`src/verilog/ltf_pkg.sv`:
```
// ltf_pkg: constants and carrier types of the transmit-ready / wakeup-timeout flag bank
// assumes a plain register port with 8-bit byte addresses and 32-bit data
package ltf_pkg;

    // ************************************************************
    // register offsets (byte addresses)
    // ************************************************************
    localparam logic [7:0] OFS_CTRL       = 8'h00;
    localparam logic [7:0] OFS_FLAGS      = 8'h04;
    localparam logic [7:0] OFS_IRQ_STAT   = 8'h08;
    localparam logic [7:0] OFS_IRQ_MASK   = 8'h0c;
    localparam logic [7:0] OFS_IRQ_EN_CLR = 8'h10;
    localparam logic [7:0] OFS_VECTOR     = 8'h14;
    localparam logic [7:0] OFS_COMPAT_TD  = 8'h18;
    localparam logic [7:0] OFS_FRAME_LOW  = 8'h1c;
    localparam logic [7:0] OFS_FRAME_LOUP = 8'h20;
    localparam logic [7:0] OFS_FRAME_HIGH = 8'h24;

    // ************************************************************
    // field positions
    // ************************************************************
    localparam int CTRL_MODULE_RESET = 0;
    localparam int CTRL_SW_RELEASE   = 1;
    localparam int CTRL_LIN_MODE     = 2;
    localparam int CTRL_MULTIBUFFER  = 3;
    localparam int CTRL_TX_ENABLE    = 4;
    localparam int FLAG_TX_READY     = 8;
    localparam int FLAG_TRIPLE_TO    = 7;
    localparam int IRQ_TX            = 0;
    localparam int IRQ_TIMEOUT       = 1;

    // ************************************************************
    // reset values and codes
    // ************************************************************
    localparam logic [4:0]  CTRL_RESET     = 5'h00;
    localparam logic [1:0]  IRQ_MASK_RESET = 2'h0;
    localparam logic        TX_READY_RESET = 1'b1;
    localparam logic [7:0]  VEC_NONE       = 8'h00;
    localparam logic [7:0]  VEC_TIMEOUT    = 8'h01;
    localparam logic [7:0]  VEC_TX         = 8'h02;
    localparam logic [1:0]  WAKEUPS_ROUND  = 2'h3;

    // ************************************************************
    // timing
    // ************************************************************
    localparam int unsigned CLK_KHZ        = 250000;
    localparam int unsigned EXPIRY_MS      = 1500;
    localparam int unsigned EXPIRY_CYCLES  = EXPIRY_MS * CLK_KHZ;

    // ************************************************************
    // carriers
    // ************************************************************
    typedef struct packed {
        logic [7:0]  addr;
        logic [31:0] wdata;
        logic        wr;
        logic        rd;
    } ltf_req_s;

    typedef struct packed {
        logic tx_enable;
        logic multibuffer;
        logic lin_mode;
        logic sw_release;
        logic module_reset;
    } ltf_ctrl_s;

endpackage : ltf_pkg
```
`src/verilog/ltf_flags.sv`:
```
// ltf_flags: transmit-buffer-ready flag, triple-wakeup timeout flag, interrupts
// assumes one 250 MHz clock, a transmitter core that pulses when it loads the
// shift register and a wakeup generator that pulses per wakeup signal sent
//
// How it works
// - ready flag high while the active transmit buffer accepts characters
// - compat mode: any write of the compat data buffer clears ready
// - lin mode: only a write of byte zero of low buffer clears ready
// - ready sets when buffered data moves into the shift register
// - ready becoming set raises transmit interrupt when enabled
// - ready forced to one by reset bit, software release, system reset
// - reading the vector register never changes the ready flag
// - enable-clear write or transmitter disable withdraws pending transmit interrupt
// - ready zero means buffer full, one means ready for more
// - timeout flag works only in lin mode, stays clear otherwise
// - timeout flag sets after three wakeups, no break, then 1.5 s
// - no new wakeup round before the 1.5 s expiry has run out
// - timeout cleared by vector read, reset bits, system reset, write one
// - writing one clears timeout flag, writing zero does nothing
//
// Added by the designer: the register addresses and the strobed register port.
`timescale 1ns/10ps
module ltf_flags #(
    parameter int unsigned EXPIRY_CYCLES = ltf_pkg::EXPIRY_CYCLES
) (
    // clock and reset
    input  wire logic        clk,
    input  wire logic        arst_n,
    // register port
    input  wire logic [7:0]  addr,
    input  wire logic [31:0] wdata,
    input  wire logic        wr,
    input  wire logic        rd,
    output logic      [31:0] rdata,
    // transmitter side
    input  wire logic        shift_load,
    output logic             tx_data_valid,
    output logic      [7:0]  compat_tx_data_buffer,
    output logic      [31:0] frame_tx_buffer_low,
    output logic      [31:0] frame_tx_buffer_high,
    // wakeup side
    input  wire logic        wakeup_sent,
    input  wire logic        synch_break,
    output logic             wakeup_hold,
    // interrupt
    output logic             irq
);

    // ************************************************************
    // bus decode
    // ************************************************************
    ltf_pkg::ltf_req_s  req;
    ltf_pkg::ltf_ctrl_s ctrl_q;
    logic               held_in_reset;
    logic               release_rise;
    logic               sw_release_q;
    logic               wr_ctrl;
    logic               wr_flags;
    logic               wr_stat;
    logic               wr_mask;
    logic               wr_en_clr;
    logic               rd_vector;
    logic               wr_compat;
    logic               wr_low;
    logic               wr_loup;
    logic               wr_high;

    function automatic logic hit(input logic [7:0] a, input logic [7:0] ofs);
        hit = (a == ofs);
    endfunction : hit

    assign req       = '{addr: addr, wdata: wdata, wr: wr, rd: rd};
    assign wr_ctrl   = req.wr && hit(req.addr, ltf_pkg::OFS_CTRL);
    assign wr_flags  = req.wr && hit(req.addr, ltf_pkg::OFS_FLAGS);
    assign wr_stat   = req.wr && hit(req.addr, ltf_pkg::OFS_IRQ_STAT);
    assign wr_mask   = req.wr && hit(req.addr, ltf_pkg::OFS_IRQ_MASK);
    assign wr_en_clr = req.wr && hit(req.addr, ltf_pkg::OFS_IRQ_EN_CLR);
    assign rd_vector = req.rd && hit(req.addr, ltf_pkg::OFS_VECTOR);
    assign wr_compat = req.wr && hit(req.addr, ltf_pkg::OFS_COMPAT_TD);
    assign wr_low    = req.wr && hit(req.addr, ltf_pkg::OFS_FRAME_LOW);
    assign wr_loup   = req.wr && hit(req.addr, ltf_pkg::OFS_FRAME_LOUP);
    assign wr_high   = req.wr && hit(req.addr, ltf_pkg::OFS_FRAME_HIGH);

    // ************************************************************
    // control register
    // ************************************************************
    always_ff @(posedge clk or negedge arst_n) begin
        if (!arst_n) begin
            ctrl_q       <= ltf_pkg::CTRL_RESET;
            sw_release_q <= 1'b0;
        end else begin
            if (wr_ctrl) begin
                ctrl_q <= req.wdata[4:0];
            end
            sw_release_q <= ctrl_q.sw_release;
        end
    end

    // logic is held while the reset bit is set or the release bit is low
    assign held_in_reset = ctrl_q.module_reset || !ctrl_q.sw_release;
    assign release_rise  = ctrl_q.sw_release && !sw_release_q;

    // ************************************************************
    // transmit buffers and ready flag
    // ************************************************************
    logic tx_ready_q;
    logic tx_clear;
    logic tx_set;

    always_ff @(posedge clk or negedge arst_n) begin
        if (!arst_n) begin
            compat_tx_data_buffer <= 8'h00;
            frame_tx_buffer_low   <= 32'h0000_0000;
            frame_tx_buffer_high  <= 32'h0000_0000;
        end else begin
            if (wr_compat) begin
                compat_tx_data_buffer <= req.wdata[7:0];
            end
            if (wr_low) begin
                frame_tx_buffer_low <= req.wdata;
            end
            if (wr_loup) begin
                frame_tx_buffer_low[31:8] <= req.wdata[31:8];
            end
            if (wr_high) begin
                frame_tx_buffer_high <= req.wdata;
            end
        end
    end

    // the upper-bytes offset never touches byte zero, so it never clears ready
    assign tx_clear = ctrl_q.lin_mode ? wr_low : wr_compat;
    assign tx_set   = shift_load && !tx_ready_q;

    always_ff @(posedge clk or negedge arst_n) begin
        if (!arst_n) begin
            tx_ready_q <= ltf_pkg::TX_READY_RESET;
        end else if (held_in_reset || release_rise) begin
            tx_ready_q <= 1'b1;
        end else if (tx_set) begin
            tx_ready_q <= 1'b1;
        end else if (tx_clear) begin
            tx_ready_q <= 1'b0;
        end
    end

    // data waits in the buffer while the flag reads full
    assign tx_data_valid = !tx_ready_q && ctrl_q.tx_enable && !held_in_reset;

    // ************************************************************
    // triple wakeup timeout
    // ************************************************************
    typedef enum logic [1:0] {
        LTF_IDLE,
        LTF_COUNT,
        LTF_EXPIRY
    } ltf_wake_e;

    ltf_wake_e   wake_q;
    logic [1:0]  wakeups_q;
    logic [31:0] expiry_q;
    logic        timeout_q;
    logic        timeout_set;
    logic        timeout_clr;
    logic        lin_active;

    assign lin_active = ctrl_q.lin_mode && !held_in_reset;

    always_ff @(posedge clk or negedge arst_n) begin
        if (!arst_n) begin
            wake_q    <= LTF_IDLE;
            wakeups_q <= 2'h0;
            expiry_q  <= 32'h0000_0000;
        end else if (!lin_active) begin
            wake_q    <= LTF_IDLE;
            wakeups_q <= 2'h0;
            expiry_q  <= 32'h0000_0000;
        end else begin
            unique case (wake_q)
                LTF_IDLE: begin
                    if (wakeup_sent) begin
                        wakeups_q <= 2'h1;
                        wake_q    <= LTF_COUNT;
                    end
                end
                LTF_COUNT: begin
                    if (synch_break) begin
                        wakeups_q <= 2'h0;
                        wake_q    <= LTF_IDLE;
                    end else if (wakeup_sent) begin
                        wakeups_q <= wakeups_q + 2'h1;
                        if (wakeups_q + 2'h1 == ltf_pkg::WAKEUPS_ROUND) begin
                            expiry_q <= 32'h0000_0000;
                            wake_q   <= LTF_EXPIRY;
                        end
                    end
                end
                LTF_EXPIRY: begin
                    if (synch_break) begin
                        wakeups_q <= 2'h0;
                        wake_q    <= LTF_IDLE;
                    end else if (expiry_q == EXPIRY_CYCLES - 1) begin
                        wakeups_q <= 2'h0;
                        wake_q    <= LTF_IDLE;
                    end else begin
                        expiry_q <= expiry_q + 32'h0000_0001;
                    end
                end
            endcase
        end
    end

    // the wakeup generator must not start a round while the expiry runs
    assign wakeup_hold = (wake_q == LTF_EXPIRY);

    assign timeout_set = lin_active && (wake_q == LTF_EXPIRY) && !synch_break
                         && (expiry_q == EXPIRY_CYCLES - 1);

    // ************************************************************
    // vector register
    // ************************************************************
    logic [1:0] irq_stat_q;
    logic [1:0] irq_mask_q;
    logic [1:0] pending;
    logic [7:0] vector;

    assign pending = irq_stat_q & irq_mask_q;

    always_comb begin
        if (pending[ltf_pkg::IRQ_TIMEOUT]) begin
            vector = ltf_pkg::VEC_TIMEOUT;
        end else if (pending[ltf_pkg::IRQ_TX]) begin
            vector = ltf_pkg::VEC_TX;
        end else begin
            vector = ltf_pkg::VEC_NONE;
        end
    end

    // only the timeout source is acknowledged by a vector read
    assign timeout_clr = (wr_flags && req.wdata[ltf_pkg::FLAG_TRIPLE_TO])
                         || (rd_vector && vector == ltf_pkg::VEC_TIMEOUT);

    always_ff @(posedge clk or negedge arst_n) begin
        if (!arst_n) begin
            timeout_q <= 1'b0;
        end else if (!lin_active) begin
            timeout_q <= 1'b0;
        end else if (timeout_set) begin
            timeout_q <= 1'b1;
        end else if (timeout_clr) begin
            timeout_q <= 1'b0;
        end
    end

    // ************************************************************
    // interrupt status and mask
    // ************************************************************
    logic [1:0] stat_set;
    logic [1:0] stat_clr;

    assign stat_set[ltf_pkg::IRQ_TX]      = tx_set;
    assign stat_set[ltf_pkg::IRQ_TIMEOUT] = timeout_set;
    assign stat_clr[ltf_pkg::IRQ_TX]      = (wr_stat && req.wdata[ltf_pkg::IRQ_TX])
                                            || !ctrl_q.tx_enable
                                            || (wr_ctrl && !req.wdata[ltf_pkg::CTRL_TX_ENABLE])
                                            || (wr_en_clr && req.wdata[ltf_pkg::IRQ_TX]);
    assign stat_clr[ltf_pkg::IRQ_TIMEOUT] = (wr_stat && req.wdata[ltf_pkg::IRQ_TIMEOUT])
                                            || timeout_clr || !lin_active;

    always_ff @(posedge clk or negedge arst_n) begin
        if (!arst_n) begin
            irq_stat_q <= 2'h0;
        end else begin
            irq_stat_q <= stat_set | (irq_stat_q & ~stat_clr);
        end
    end

    always_ff @(posedge clk or negedge arst_n) begin
        if (!arst_n) begin
            irq_mask_q <= ltf_pkg::IRQ_MASK_RESET;
        end else if (wr_mask) begin
            irq_mask_q <= req.wdata[1:0];
        end else if (wr_en_clr) begin
            irq_mask_q <= irq_mask_q & ~req.wdata[1:0];
        end
    end

    assign irq = |pending;

    // ************************************************************
    // read data, one cycle after the strobe
    // ************************************************************
    logic [31:0] rd_mux;

    always_comb begin
        rd_mux = 32'h0000_0000;
        unique case (req.addr)
            ltf_pkg::OFS_CTRL:       rd_mux[4:0] = ctrl_q;
            ltf_pkg::OFS_FLAGS: begin
                rd_mux[ltf_pkg::FLAG_TX_READY]  = tx_ready_q;
                rd_mux[ltf_pkg::FLAG_TRIPLE_TO] = timeout_q;
            end
            ltf_pkg::OFS_IRQ_STAT:   rd_mux[1:0] = irq_stat_q;
            ltf_pkg::OFS_IRQ_MASK:   rd_mux[1:0] = irq_mask_q;
            ltf_pkg::OFS_VECTOR:     rd_mux[7:0] = vector;
            ltf_pkg::OFS_COMPAT_TD:  rd_mux[7:0] = compat_tx_data_buffer;
            ltf_pkg::OFS_FRAME_LOW:  rd_mux      = frame_tx_buffer_low;
            ltf_pkg::OFS_FRAME_HIGH: rd_mux      = frame_tx_buffer_high;
            default:                 rd_mux      = 32'h0000_0000;
        endcase
    end

    always_ff @(posedge clk or negedge arst_n) begin
        if (!arst_n) begin
            rdata <= 32'h0000_0000;
        end else if (req.rd) begin
            rdata <= rd_mux;
        end else begin
            rdata <= 32'h0000_0000;
        end
    end

endmodule : ltf_flags

```
`config.mk`:
```
export PLATFORM = sky130hd
export DESIGN_NAME = ltf_flags
export DESIGN_NICKNAME = d
export VERILOG_FILES = /design/src/verilog/ltf_pkg.sv /design/src/verilog/ltf_flags.sv
export SDC_FILE = /design/constraint.sdc
export NUM_CORES = 1
export LEC_CHECK = 0
export BUFFER_PORTS_ARGS = -buffer_cell sky130_fd_sc_hd__buf_2
export CAP_MARGIN = 20
export CORE_ASPECT_RATIO = 0.75
export CORE_MARGIN = 10
export CORE_UTILIZATION = 59
export CTS_CLUSTER_DIAMETER = 200
export DETAILED_ROUTE_END_ITERATION = 7
export PLACE_DENSITY_LB_ADDON = 0.12
export SLEW_MARGIN = 20
export SYNTH_ARGS = -nofsm -noshare
export SYNTH_HDL_FRONTEND = slang
export SYNTH_SLANG_ARGS = --single-unit
export TNS_END_PERCENT = 5
```
`constraint.sdc`:
```
create_clock -name clk -period 5 [get_ports clk]
set_input_delay 0 -clock clk [delete_from_list [all_inputs] [get_ports clk]]
set_output_delay 0 -clock clk [all_outputs]
set_load 0.02 [all_outputs]
```
Yosys cells after proc, flatten, opt, wreduce, memory -nomap -nowiden
Index checks and enable logic that the tools add are counted.
{"block": "op_classes", "reduce_logical": 49, "bitwise": 6, "mux": 39, "eq_ne": 25, "addsub": 2}
{"operator": "32-bit two-way mux", "count": 8}
{"operator": "32-bit one-hot mux with 2 select lines", "count": 1}
{"operator": "23-bit one-hot mux with 2 select lines", "count": 1}
{"operator": "32-bit by 1-bit adder with 32-bit output (second input constant)", "count": 1}
{"operator": "32-bit by 29-bit equality test with 1-bit output (second input constant)", "count": 1}
{"operator": "8-bit by 5-bit equality test with 1-bit output (second input constant)", "count": 4}
{"operator": "2-bit two-way mux", "count": 14}
{"operator": "1-bit logical AND", "count": 24}
{"operator": "24-bit two-way mux", "count": 1}
{"operator": "3-bit inequality test (second input constant)", "count": 7}
{"operator": "8-bit by 4-bit equality test with 1-bit output (second input constant)", "count": 2}
{"operator": "8-bit by 6-bit equality test with 1-bit output (second input constant)", "count": 2}
{"operator": "3-bit one-hot mux with 5 select lines", "count": 1}
{"operator": "2-bit one-hot mux with 7 select lines", "count": 1}
{"operator": "2-bit one-hot mux with 3 select lines", "count": 2}
{"operator": "8-bit by 1-bit equality test with 1-bit output (second input constant)", "count": 1}
{"operator": "8-bit by 3-bit equality test with 1-bit output (second input constant)", "count": 1}
{"operator": "1-bit logical NOT", "count": 8}
{"operator": "8-bit logical NOT", "count": 1}
{"operator": "1-bit logical OR", "count": 8}
{"operator": "4-bit inequality test (second input constant)", "count": 2}
{"operator": "2-bit one-hot mux with 4 select lines", "count": 1}
{"operator": "1-bit two-way mux", "count": 7}
{"operator": "2-bit AND", "count": 3}
{"operator": "other kinds (16)", "count": 19}
{"block": "word_totals", "in_bits": 47, "reg_bits": 152, "out_inout_bits": 107, "word_cells": 139}

Longest topological paths before layout
Gate-level depths: netlist of the first run.
{"block": "depth", "word_depth": 11, "ltp_mapped": 9, "depth_no_buf": 7}

Least setup slack after synthesis of the first run
No wires, ideal clock.
{"block": "synth_timing", "path_type": "register -> register", "startpoint": "register wake_q[0]", "endpoint": "register expiry_q[9]", "path_slack_ns": 2.899, "synth_period_minus_slack_ns": 2.101, "arrival_time_ns": 1.991, "t_required_ns": 4.890, "path_stages_with_launch": 8, "n_path_buf": 1, "setup_time_ns": 0.110, "path_cell_list": "dfrtp_1 > inv_1 > ha_1 > nand4b_1 > nor4_4 > clkbuf_1 > o31ai_1 > o41ai_1"}
{"block": "synth_via", "elab_chain_cells": 3, "word_cells_on_any_way": 11, "classes_between": "eq/ne: 8; mux: 2; reduce/logical: 1"}
{"item": "from (decl)", "line_no": "ltf_flags.sv:159", "text": "ltf_wake_e wake_q;"}
{"item": "from (signal assigned)", "line_no": "ltf_flags.sv:171", "text": "wake_q <= LTF_IDLE;"}
{"item": "from (signal assigned)", "line_no": "ltf_flags.sv:175", "text": "wake_q <= LTF_IDLE;"}
{"item": "from (signal assigned)", "line_no": "ltf_flags.sv:183", "text": "wake_q <= LTF_COUNT;"}
{"item": "2-bit equality test (*)"}
{"item": "named net wakeup_hold", "line_no": "ltf_flags.sv:44", "text": "output logic wakeup_hold,"}
{"item": "3-bit inequality test (no line) (tied with other cells)"}
{"item": "6-bit AND reduction (no line) or 32-bit two-way mux (tied branches)"}
{"item": "to (signal assigned)", "line_no": "ltf_flags.sv:206", "text": "expiry_q <= expiry_q + 32'h0000_0001;"}
{"item": "to (decl)", "line_no": "ltf_flags.sv:161", "text": "logic [31:0] expiry_q;"}
The timed path passes the listed nets; every way through them passes the cells marked *.
A chain may end at the register's enable or synchronous reset.

Worst setup path after layout of the first run
{"block": "layout_timing", "startpoint": "register wake_q[0]", "endpoint": "register expiry_q[16]"}
{"block": "layout_via", "elab_chain_cells": 3, "word_cells_on_any_way": 11, "classes_between": "eq/ne: 8; mux: 2; reduce/logical: 1"}
{"item": "2-bit by 1-bit equality test with 1-bit output or 2-bit equality test (tied branches)", "line_no": "ltf_flags.sv:179", "text": "unique case (wake_q)"}
{"item": "3-bit inequality test (no line) (tied with other cells)"}
{"item": "6-bit AND reduction (no line) or 32-bit two-way mux (tied branches)"}
Several ways; a longest one is shown, not always the timed one.

==> results of run 1 <==
-- how the worst max path moves through the flow --
stage,startpoint,to,slack [ns],depth (start not counted)
2_1_floorplan,wake_q[0]$_DFFE_PN0P_,expiry_q[9]$_DFFE_PN0P_,2.90,7
3_3_place_gp,wake_q[0]$_DFFE_PN0P_,expiry_q[16]$_DFFE_PN0P_,2.47,8
3_5_place_dp,wake_q[0]$_DFFE_PN0P_,expiry_q[9]$_DFFE_PN0P_,2.32,8
4_1_cts,wake_q[0]$_DFFE_PN0P_,expiry_q[9]$_DFFE_PN0P_,2.29,8
5_1_grt,wake_q[0]$_DFFE_PN0P_,expiry_q[16]$_DFFE_PN0P_,2.01,8
6_report,wake_q[0]$_DFFE_PN0P_,expiry_q[16]$_DFFE_PN0P_,2.25,8
-- through the flow --
stage	total power, W	setup slack, ns	cell area, um2	hold slack [ns]
3_3_place_gp	0.00153	2.47	8180	0.156
4_1_cts	0.00285	2.29	9120	0.0114
3_5_place_dp	0.00154	2.32	8180	0.174
5_1_grt	0.00292	2.01	9120	0.0433
2_1_floorplan	0.00142	2.90	7320	-0.296
6_report	0.00283	2.25	9120	0.0268
-- cell families (layout without fill, tap and decap cells) --
family,count (synthesis),count (layout),synth area share [%]
compound gates,157,157,15.2
xor+xnor,1,1,0.120
fa+ha+maj,5,5,0.855
buf+inv,45,235,2.87
flops,152,152,52.0
mux,83,83,12.8
simple gates,200,200,16.2
-- state kept, by name, summed over array words and instances, names as in the netlist --
signal and count:
wake_q 2, sw_release_q 1, timeout_q 1, frame_tx_buffer_high 32, irq_stat_q 2, frame_tx_buffer_low 32, irq_mask_q 2, ctrl_q 5
compat_tx_data_buffer 8, expiry_q 32, wakeups_q 2, tx_ready_q 1, rdata 32
-- placed cells by master, fill, tap and decap left out, types with 17 or more instances in the layout --
cell / Yosys / final
buf_2: 15 / 152
dfrtp_1: 151 / 151
mux2_2: 80 / 80
nand2_1: 41 / 41
dlygate4sd3_1: 0 / 35
a22oi_1: 34 / 34
o21ai_0: 33 / 33
nor2b_1: 30 / 30
nor2_1: 24 / 24
nand3_1: 22 / 22
a21oi_1: 18 / 18
nand4_1: 18 / 18
o31ai_1: 17 / 17
clkbuf_16: 0 / 17
-- metal layers --
| layer | routed length (um) | global-route usage, % |
|---|---|---|
| met4 | 283 | 6.13 |
| met2 | 9810 | 37.6 |
| met1 | 8600 | 31.8 |
| met5 | 0 | 0 |
| met3 | 2410 | 8.48 |
-- cells in the mapped netlist, types with 15 or more instances --
library cell | instances | area, um2
o21ai_0 | 33 | 165
nor2b_1 | 30 | 188
a22oi_1 | 34 | 255
mux2_2 | 80 | 901
clkbuf_1 | 20 | 75.1
buf_2 | 15 | 75.1
nor2_1 | 24 | 90.1
nand3_1 | 22 | 110
a21oi_1 | 18 | 90.1
nand4_1 | 18 | 113
nand2_1 | 41 | 154
o31ai_1 | 17 | 128
dfrtp_1 | 151 | 3780
-- tightest hold or removal path: stages --
cell	delay, ns
buf_2	0.13
nand2b_1	0.16
o21ai_0	0.10
-- timing repair --
item / CTS / global route
gates resized for setup: 0 / 0
hold buffers: 35 / 0
hold endpoints to repair: 186 / 0
-- area by class of cell --
type	count	share of cell area [%]
Clock buffer	18	4.82
Clock inverter	14	1.69
Inverter	7	0.288
Multi-Input combinational cell	446	36.2
Sequential cell	152	41.7
Tap cell	166	2.28
Timing Repair Buffer	196	13.0
-- power by group through the flow --
stage	clock network, W	logic (W)	registers (W)
final	0.00129	0.000234	0.00130
after global routing	0.00136	0.000252	0.00131
after CTS	0.00131	0.000234	0.00130
after detailed placement	0	0.000212	0.00132
after global placement	0	0.000207	0.00132
after floorplan	0	0.0000607	0.00136
==> results.ini, run 1 <==
[outcome]
status=completed

[detailed_routing]
dr.pass1.iters=7
drt-initial-drc-count=590
drc=0
vias=6124
ant_nets=0
routed_wl_um=21100
routed_via_density=6.13
wl_per_cell_um=21.1

[final_layout]
syn2layout_area_growth_pct=24.6
fillers=850
diodes=0
multi_input_area_um2=3300
regArea_um2=3800
final_util_pct=74.6
stdcell_count=999
fin_nets=872
drive_above_1_share_pct=35.3

[clock_tree]
cts_buffer_depth=2
cts_tree=yes
clockRootBuffer=clkbuf_16
path_clk_slew_ns=0.07
cts_buffers=17
cts.sinks=152
post-cts-setup-buffer-count=0
insertion_delay_ns=0.42
htree_levels=4

[min_path]
hold_depth=3
worst_hold_path_type=input port to flop
hold_path_end=irq_stat_q[1]$_DFF_PN0_
hp-start=synch_break

[synthesis]
async_flop_share_pct=100
synth_area_um2=7320
yosysWarnings=0
syn_area_per_cell_um2=11.4
synth_ff_type=dfrtp_1
synth_edf_count=0
synth_cell_types=67
yosysSeqAreaShare_pct=52.0
ys_seq_elements=152
netlist_instances=643
syn_nets=695

[critical_path]
cp_num_buf_inv=2
path_delay_family=simple AND/OR/NAND/NOR gates
cpPeakStageDelay_ns=0.70
r2r_slack_ns=2.25
crit_required_ns=5.30
end_kind=flop
r2r-end=expiry_q[16]$_DFFE_PN0P_
r2r-start=wake_q[0]$_DFFE_PN0P_
arrival_ns=3.06
path_cells=inv_1 -> ha_1 -> and4b_1 -> nand2b_1 -> a21oi_1 -> buf_4 -> nand2_1 -> o41ai_1
worst-setup-path-type=flop to flop
startpoint_type=flop
cpMaxStageDelayCell=and4b_1
r2r_cells=8
path_max_fanout=19

[floorplanning]
die_y_um=116
core_um2=12200
die-area_um2=17300
dieWidth_um=149
start_util_pct=59.9
rows=35
boundaryPins=154

[power_and_ir_drop]
p_clk_share_pct=45.7
netSwitchingFraction_pct=26.3
vdd_ir_drop_max_mv=0.260
internal-power_w=0.00209
seqPwrFrac_pct=46.1
switchingPower_w=0.000743
p_per_area_nw_per_um2=310
combPwrFrac_pct=8.3
power.leakage_nw=4.51

[run]
maxCapViolCount=0

[sta]
slew_headroom_pct=34.2
rsz0062_at_grt=false
hold_viol=0
fmax_mhz=363
setup_viol=0
fin_setup_tns_ns=0
clock_skew_ns=0.0114
min_period_ns=2.75
fin_crit_sh_pct=55.1
maxSlewViolCount=0
worst_pin_slew_ns=0.979

[place]
gp_congestion=0.914
hpwl_um=14400
port_buffers=153
placed_cells=932

[global_route]
track_usage_pct=24.2
grt_start_max_net_pins=106
grt_pass1_vias=6170
grt_pass1_wl_um=33400
grt_overflow=0
antenna_found_initial=0

No activity file was read; power rests on OpenSTA's default activity.
==> run 2, diff against run 1 <==
--- a/config.mk
+++ b/config.mk
@@ -9,7 +9,7 @@
 export CAP_MARGIN = 20
 export CORE_ASPECT_RATIO = 0.75
 export CORE_MARGIN = 10
-export CORE_UTILIZATION = 59
+export CORE_UTILIZATION = 50
 export CTS_CLUSTER_DIAMETER = 200
 export DETAILED_ROUTE_END_ITERATION = 7
 export PLACE_DENSITY_LB_ADDON = 0.12
==> constraint.sdc (replaced) <==
create_clock -name clk -period 2.5 [get_ports clk]
set_input_delay 0 -clock clk [delete_from_list [all_inputs] [get_ports clk]]
set_output_delay 0 -clock clk [all_outputs]
set_load 0.02 [all_outputs]
==> run 2 against run 1 <==
  * Clock skew shrank 0.0042 ns
  * Final area up 2.1%
  * Clock power rose by 110%
  * Maximum frequency is 16% higher
  * Sequential share of layout area down 0.87 points
  * Register-to-register slack got worse by 2.1 ns
==> results.ini, run 2 (synthesis gave the netlist of run 1 again) <==
[global_route]
grt_pass1_vias=6225  ; was 6170
grt_pass1_wl_um=35400  ; was 33400 um
track_usage_pct=21.9  ; was 24.2%
grt_overflow=0  ; unchanged
grt_start_max_net_pins=69  ; was 106
antenna_found_initial=0  ; unchanged

[floorplanning]
boundaryPins=154  ; unchanged
die_y_um=125  ; was 116 um
dieWidth_um=160  ; was 149 um
start_util_pct=50.8  ; was 59.9%
die-area_um2=19900  ; was 17300 um2
core_um2=14400  ; was 12200 um2
rows=38  ; was 35

[clock_tree]
cts_buffers=17  ; unchanged
post-cts-setup-buffer-count=0  ; unchanged
htree_levels=4  ; unchanged
cts_resized=0  ; unchanged
path_clk_slew_ns=0.07  ; about the same
cts_tree=yes  ; unchanged
insertion_delay_ns=0.42  ; about the same
cts_buffer_depth=2  ; unchanged
clockRootBuffer=clkbuf_16  ; unchanged
cts.sinks=152  ; unchanged

[sta]
rsz0062_at_grt=false  ; unchanged
min_period_ns=2.37  ; was 2.75 ns
hold_viol=0  ; unchanged
setup_viol=0  ; unchanged
worst_pin_slew_ns=0.708  ; was 0.979 ns
fin_setup_tns_ns=0  ; unchanged
fmax_mhz=421  ; was 363 MHz
maxSlewViolCount=0  ; unchanged
layout_setup_ws_ns=0.127  ; was 2.25 ns
slew_headroom_pct=52.7  ; was 34.2%
clock_skew_ns=0.00712  ; was 0.0114 ns
fin_crit_sh_pct=94.9  ; was 55.1%
finalHoldWorstSlack_ns=0.0426  ; was 0.0268 ns

[final_layout]
final_util_pct=64.6  ; was 74.6%
drive_above_1_share_pct=36.0  ; was 35.3%
diodes=0  ; unchanged
multi_input_area_um2=3300  ; unchanged
syn2layout_area_growth_pct=27.2  ; was 24.6%
layout_commonest_cell=buf_2  ; unchanged
fin_nets=886  ; was 872
stdcell_count=1047  ; was 999
regArea_um2=3800  ; unchanged
mostFrequentLayoutCells=buf_2 (152), dfrtp_1 (151), mux2_2 (80)  ; unchanged
fillers=1138  ; was 850

[place]
port_buffers=153  ; unchanged
placed_cells=978  ; was 932
hpwl_um=15200  ; was 14400 um
pre_cts_ws_ns=0.153  ; was 2.32 ns
gp_congestion=0.916  ; was 0.914

[detailed_routing]
wl_per_cell_um=21.0  ; was 21.1 um
dr.pass1.iters=6  ; was 7
drt-initial-drc-count=454  ; was 590
routed_via_density=5.91  ; was 6.13
ant_nets=0  ; unchanged
vias=6183  ; was 6124
routed_wl_um=22000  ; was 21100 um
drc=0  ; unchanged

[critical_path]
crit_required_ns=2.81  ; was 5.30 ns
startpoint_type=flop  ; unchanged
cpMaxStageDelayCell=or4_4  ; was and4b_1
critPathLaunch=expiry_q[0]$_DFFE_PN0P_  ; was wake_q[0]$_DFFE_PN0P_
worst-setup-path-type=flop to flop  ; unchanged
path_cells=ha_1 -> and3_1 -> nand3_1 -> or4_4 -> o2bb2ai_2 -> mux2_4  ; was inv_1 -> ha_1 -> and4b_1 -> nand2b_1 -> a21oi_1 -> buf_4 -> nand2_1 -> o41ai_1
r2r-start=expiry_q[0]$_DFFE_PN0P_  ; was wake_q[0]$_DFFE_PN0P_
arrival_ns=2.68  ; was 3.06 ns
path_max_fanout=12  ; was 19
end_kind=flop  ; unchanged
cpPeakStageDelay_ns=0.70  ; about the same

[outcome]
status=completed  ; unchanged

[power_and_ir_drop]
p_per_area_nw_per_um2=618  ; was 310 nW/um2
vdd_ir_drop_max_mv=0.453  ; was 0.260 mV
power.leakage_nw=4.60  ; was 4.51 nW

[min_path]
worst_hold_path_type=input port to flop  ; unchanged
hp-start=synch_break  ; unchanged

[run]
maxCapViolCount=0  ; unchanged

==> run 2: timing repair <==
item,in CTS,in global routing
endpoints found under the setup margin,0,0
hold endpoints to repair,156,0
hold buffers,37,0
==> run 2: layer usage <==
layer / vias to the layer above / GRT usage (%) / share of wire, %
li1: 2809 / - / -
met1: 3095 / 30.3 / 45
met2: 253 / 32.0 / 45
met3: 26 / 7.50 / 8.4
met4: 0 / 5.71 / 1.2
met5: - / 0 / 0
==> run 2: cell type report <==
| cell class | instances | share of cell area [%] |
|---|---|---|
| Timing Repair Buffer | 210 | 14.1 |
| Sequential cell | 152 | 40.9 |
| Clock inverter | 13 | 1.79 |
| Clock buffer | 19 | 4.76 |
| Tap cell | 200 | 2.69 |
| Multi-Input combinational cell | 446 | 35.5 |
| Inverter | 7 | 0.282 |
==> run 2: path summary, 6_finish.rpt <==
kind                                                  to  slack, ns  cells after the start
worst max-delay path            wakeups_q[1]$_DFFE_PN0P_       0.13                      6
worst min-delay path               wake_q[1]$_DFFE_PN0P_       0.04                      4
worst max register to register  wakeups_q[1]$_DFFE_PN0P_       0.13                      6
worst min register to register    sw_release_q$_DFF_PN0_       0.49                      0
max in group asynchronous         tx_ready_q$_DFFE_PN1P_       1.53                      3
min in group asynchronous       expiry_q[25]$_DFFE_PN0P_       0.17                      2
==> run 2: through the flow <==
stage / power [W] / instance area [um2]
after floorplan: 0.00285 / 7320
after global routing: 0.00595 / 9310
final: 0.00575 / 9310
after CTS: 0.00579 / 9310
after global placement: 0.00307 / 8330
after detailed placement: 0.00308 / 8330
==> run 2: critical path, delay by kind of cell (launching register included) <==
family                   cells  cell delay (ns)
AO/OA/AOI/OAI                1             0.20
AND/OR/NAND/NOR              3             1.09
multiplexers                 1             0.31
flip-flops                   1             0.43
adder cells (fa/ha/maj)      1             0.23
==> run 2: where the power goes <==
group | total (W) | leakage (nW) | internal (W) | switching [W]
clock | 0.00267 | 0.291 | 0.00161 | 0.00106
sequential | 0.00260 | 2.10 | 0.00254 | 0.0000639
combinational | 0.000477 | 2.20 | 0.000196 | 0.000281
total | 0.00575 | 4.60 | 0.00434 | 0.00141
==> run 3, diff against run 2 <==
--- a/config.mk
+++ b/config.mk
@@ -5,6 +5,7 @@
 export SDC_FILE = /design/constraint.sdc
 export NUM_CORES = 1
 export LEC_CHECK = 0
+export ABC_AREA = 1
 export BUFFER_PORTS_ARGS = -buffer_cell sky130_fd_sc_hd__buf_2
 export CAP_MARGIN = 20
 export CORE_ASPECT_RATIO = 0.75
==> run 3 against run 2 <==
  * Core utilization decreased by 0.79 points
  * Cell count grew 29%
  * Sequential share of layout area up 0.64 points
  * Maximum frequency increased by 14%
  * Clock skew rose by 0.0037 ns
  * Sequential cell count is the same
  * Register-to-register slack better by 0.29 ns
  * Largest power group is now sequential cells
==> results.ini, run 3 <==
[global_route]
grt_overflow=0  ; unchanged
grt_pass1_wl_um=34800  ; was 35400 um
grt_start_max_net_pins=69  ; unchanged
grt_pass1_vias=6458  ; was 6225
antenna_found_initial=0  ; unchanged
track_usage_pct=21.6  ; was 21.9%

[detailed_routing]
vias=6832  ; was 6183
dr.pass1.iters=5  ; was 6
drc=0  ; unchanged
routed_via_density=5.08  ; was 5.91
routed_wl_um=21500  ; was 22000 um
drt-initial-drc-count=533  ; was 454
ant_nets=0  ; unchanged
wl_per_cell_um=15.9  ; was 21.0 um

[critical_path]
arrival_ns=2.39  ; was 2.68 ns
crit_required_ns=2.80  ; was 2.81 ns
startpoint_type=flop  ; unchanged
path_cells=ha_1 -> nand3_1 -> inv_2 -> nand2_1 -> nor2_1 -> nand2_1 -> nand3_1 -> buf_4 -> o21ai_0  ; was ha_1 -> and3_1 -> nand3_1 -> or4_4 -> o2bb2ai_2 -> mux2_4
worst-setup-path-type=flop to flop  ; unchanged
end_kind=flop  ; unchanged
path_max_fanout=14  ; was 12
cpPeakStageDelay_ns=0.48  ; was 0.70 ns
cpMaxStageDelayCell=dfrtp_1  ; was or4_4

[final_layout]
regArea_um2=3800  ; unchanged
mostFrequentLayoutCells=nand2_1 (350), buf_2 (152), dfrtp_1 (151)  ; was buf_2 (152), dfrtp_1 (151), mux2_2 (80)
drive_above_1_share_pct=18.8  ; was 36.0%
multi_input_area_um2=2950  ; was 3300 um2
fin_nets=1185  ; was 886
final_cell_area_um2=9170  ; was 9310 um2
stdcell_count=1346  ; was 1047
diodes=0  ; unchanged
syn2layout_area_growth_pct=26.0  ; was 27.2%
fillers=1267  ; was 1138
layout_commonest_cell=nand2_1  ; was buf_2

[sta]
fin_setup_tns_ns=0  ; unchanged
fin_crit_sh_pct=83.4  ; was 94.9%
slew_headroom_pct=47.7  ; was 52.7%
fmax_mhz=480  ; was 421 MHz
clock_skew_ns=0.0108  ; was 0.00712 ns
worst_pin_slew_ns=0.783  ; was 0.708 ns
setup_viol=0  ; unchanged
min_period_ns=2.08  ; was 2.37 ns
rsz0062_at_grt=false  ; unchanged
hold_viol=0  ; unchanged
maxSlewViolCount=0  ; unchanged
layout_setup_ws_ns=0.416  ; was 0.127 ns

[synthesis]
async_flop_share_pct=100  ; unchanged
syn_nets=995  ; was 695
yosysSeqAreaShare_pct=52.3  ; was 52.0%
synth_ff_type=dfrtp_1  ; unchanged
ys_top_cells_by_area=dfrtp_1 (52%), nand2_1 (18%), o21ai_0 (6.3%)  ; was dfrtp_1 (52%), mux2_2 (12%), a22oi_1 (3.5%)
synth_most_common_cell=nand2_1  ; was dfrtp_1
synth_largest_area_cell=dfrtp_1  ; unchanged
syn_area_per_cell_um2=7.72  ; was 11.4 um2
netlist_instances=943  ; was 643
synth_area_um2=7280  ; was 7320 um2
ys_seq_elements=152  ; unchanged
synth_commonest_cells=nand2_1 (350), dfrtp_1 (151), o21ai_0 (91), inv_1 (90), nor2_1 (79)  ; was dfrtp_1 (151), mux2_2 (80), nand2_1 (41), a22oi_1 (34), o21ai_0 (33)
synth_edf_count=0  ; unchanged
yosysWarnings=0  ; unchanged
synth_top_area_share_pct=51.9  ; was 51.6%
synth_cell_types=32  ; was 67

[outcome]
status=completed  ; unchanged

[floorplanning]
boundaryPins=154  ; unchanged
die-area_um2=19800  ; was 19900 um2
core_um2=14400  ; about the same
rows=38  ; unchanged
start_util_pct=50.7  ; was 50.8%
die_y_um=124  ; was 125 um
dieWidth_um=159  ; was 160 um

[place]
place_area_um2=8230  ; was 8330 um2
placed_cells=1276  ; was 978
pre_cts_ws_ns=0.455  ; was 0.153 ns
hpwl_um=15400  ; was 15200 um
gp_congestion=0.958  ; was 0.916
port_buffers=153  ; unchanged

[power_and_ir_drop]
internal-power_w=0.00403  ; was 0.00434 W
p_per_area_nw_per_um2=599  ; was 618 nW/um2
netSwitchingFraction_pct=26.6  ; was 24.5%
combPwrFrac_pct=8.3  ; about the same
finalPower_w=0.00549  ; was 0.00575 W
power.leakage_nw=4.61  ; was 4.60 nW
p_clk_share_pct=44.1  ; was 46.4%
seqPwrFrac_pct=47.6  ; was 45.3%
switchingPower_w=0.00146  ; was 0.00141 W
vdd_ir_drop_max_mv=0.409  ; was 0.453 mV

[clock_tree]
cts.sinks=152  ; unchanged
cts_buffer_depth=2  ; unchanged
clockRootBuffer=clkbuf_16  ; unchanged
cts_tree=yes  ; unchanged
htree_levels=4  ; unchanged
cts_buffers=17  ; unchanged
insertion_delay_ns=0.43  ; was 0.42 ns
path_clk_slew_ns=0.07  ; about the same

[min_path]
worst_hold_path_type=input port to async pin  ; was input port to flop

[run]
maxCapViolCount=0  ; unchanged

run 3: cell count changes in the layout (fill, tap and decap cells not counted), moves of 9 or more:
cell and delta:
a22oi_1 -34, nand3_1 +18, a31oi_1 -13, nand2_1 +309, a21oi_1 +16, o31ai_1 -17, nor2b_1 -30, o21ai_1 +21
and3_1 -9, nor2_1 +55, o21ai_0 +58, inv_1 +83, mux2_2 -80
run 3: cells by family (layout without fill, tap and decap cells):
kind of cell | after synthesis | after routing | share of synthesized area (%)
flip-flops | 152 | 152 | 52.3
buffers and inverters | 125 | 328 | 7.22
adder cells (fa/ha/maj) | 5 | 5 | 0.860
AO/OA/AOI/OAI | 155 | 155 | 11.0
XOR/XNOR | 10 | 10 | 1.20
AND/OR/NAND/NOR | 496 | 496 | 27.4
run 3: routing by layer:
layer	share of wire, %	global-route usage [%]	vias up
li1	-	-	3364
met1	46	30.4	3159
met2	42	30.7	288
met3	9.9	6.84	21
met4	1.3	6.85	0
met5	0	0	-
run 3: path summary, 6_finish.rpt:
kind / start / end / slack, ns / cells past startpoint
setup reg to reg: expiry_q[0]$_DFFE_PN0P_ / expiry_q[14]$_DFFE_PN0P_ / 0.42 / 9
min in group clk: addr[3] / tx_ready_q$_DFFE_PN1P_ / 0.14 / 6
max in group asynchronous: arst_n / compat_tx_data_buffer[7]$_DFFE_PN0P_ / 1.62 / 3
hold reg to reg: ctrl_q[1]$_DFFE_PN0N_ / sw_release_q$_DFF_PN0_ / 0.45 / 0
setup / recovery: expiry_q[0]$_DFFE_PN0P_ / expiry_q[14]$_DFFE_PN0P_ / 0.42 / 9
hold / removal: arst_n / frame_tx_buffer_high[20]$_DFFE_PN0P_ / 0.13 / 2
run 3: cell type report:
type / instances / area share, %
sequential: 152 / 41.5
multi-input combinational: 666 / 32.1
timing repair buffer: 204 / 13.8
clock buffer: 18 / 4.79
inverter: 92 / 3.77
tap: 200 / 2.73
clock inverter: 14 / 1.32
run 3: power groups by stage:
stage	logic [W]	clock network, W	registers (W)
2_1_floorplan	0.000105	0	0.00273
3_3_place_gp	0.000406	0	0.00265
3_5_place_dp	0.000412	0	0.00265
4_1_cts	0.000461	0.00246	0.00261
5_1_grt	0.000502	0.00257	0.00262
6_report	0.000454	0.00242	0.00261
run 3: repair_timing:
item / 4_1_cts / 5_1_grt
resized for setup: 0 / 0
hold endpoints to repair: 148 / 0
hold buffers: 38 / 0
setup buffers: 0 / 0
run 3: critical path: cells and delay by family (launching register included):
| kind | cells | cell delay [ns] |
|---|---|---|
| AO/OA/AOI/OAI | 1 | 0.11 |
| flip-flops | 1 | 0.48 |
| buffers and inverters | 2 | 0.40 |
| adder cells (fa/ha/maj) | 1 | 0.22 |
| AND/OR/NAND/NOR | 5 | 0.74 |
run 3: metrics by stage:
stage,util [%],hold WS [ns]
finish,63.9,0.129
global route,63.9,0.172
CTS,63.9,0.119
detailed placement,57.3,0.0447
global placement,57.3,0.0458
floorplan,-,-0.296
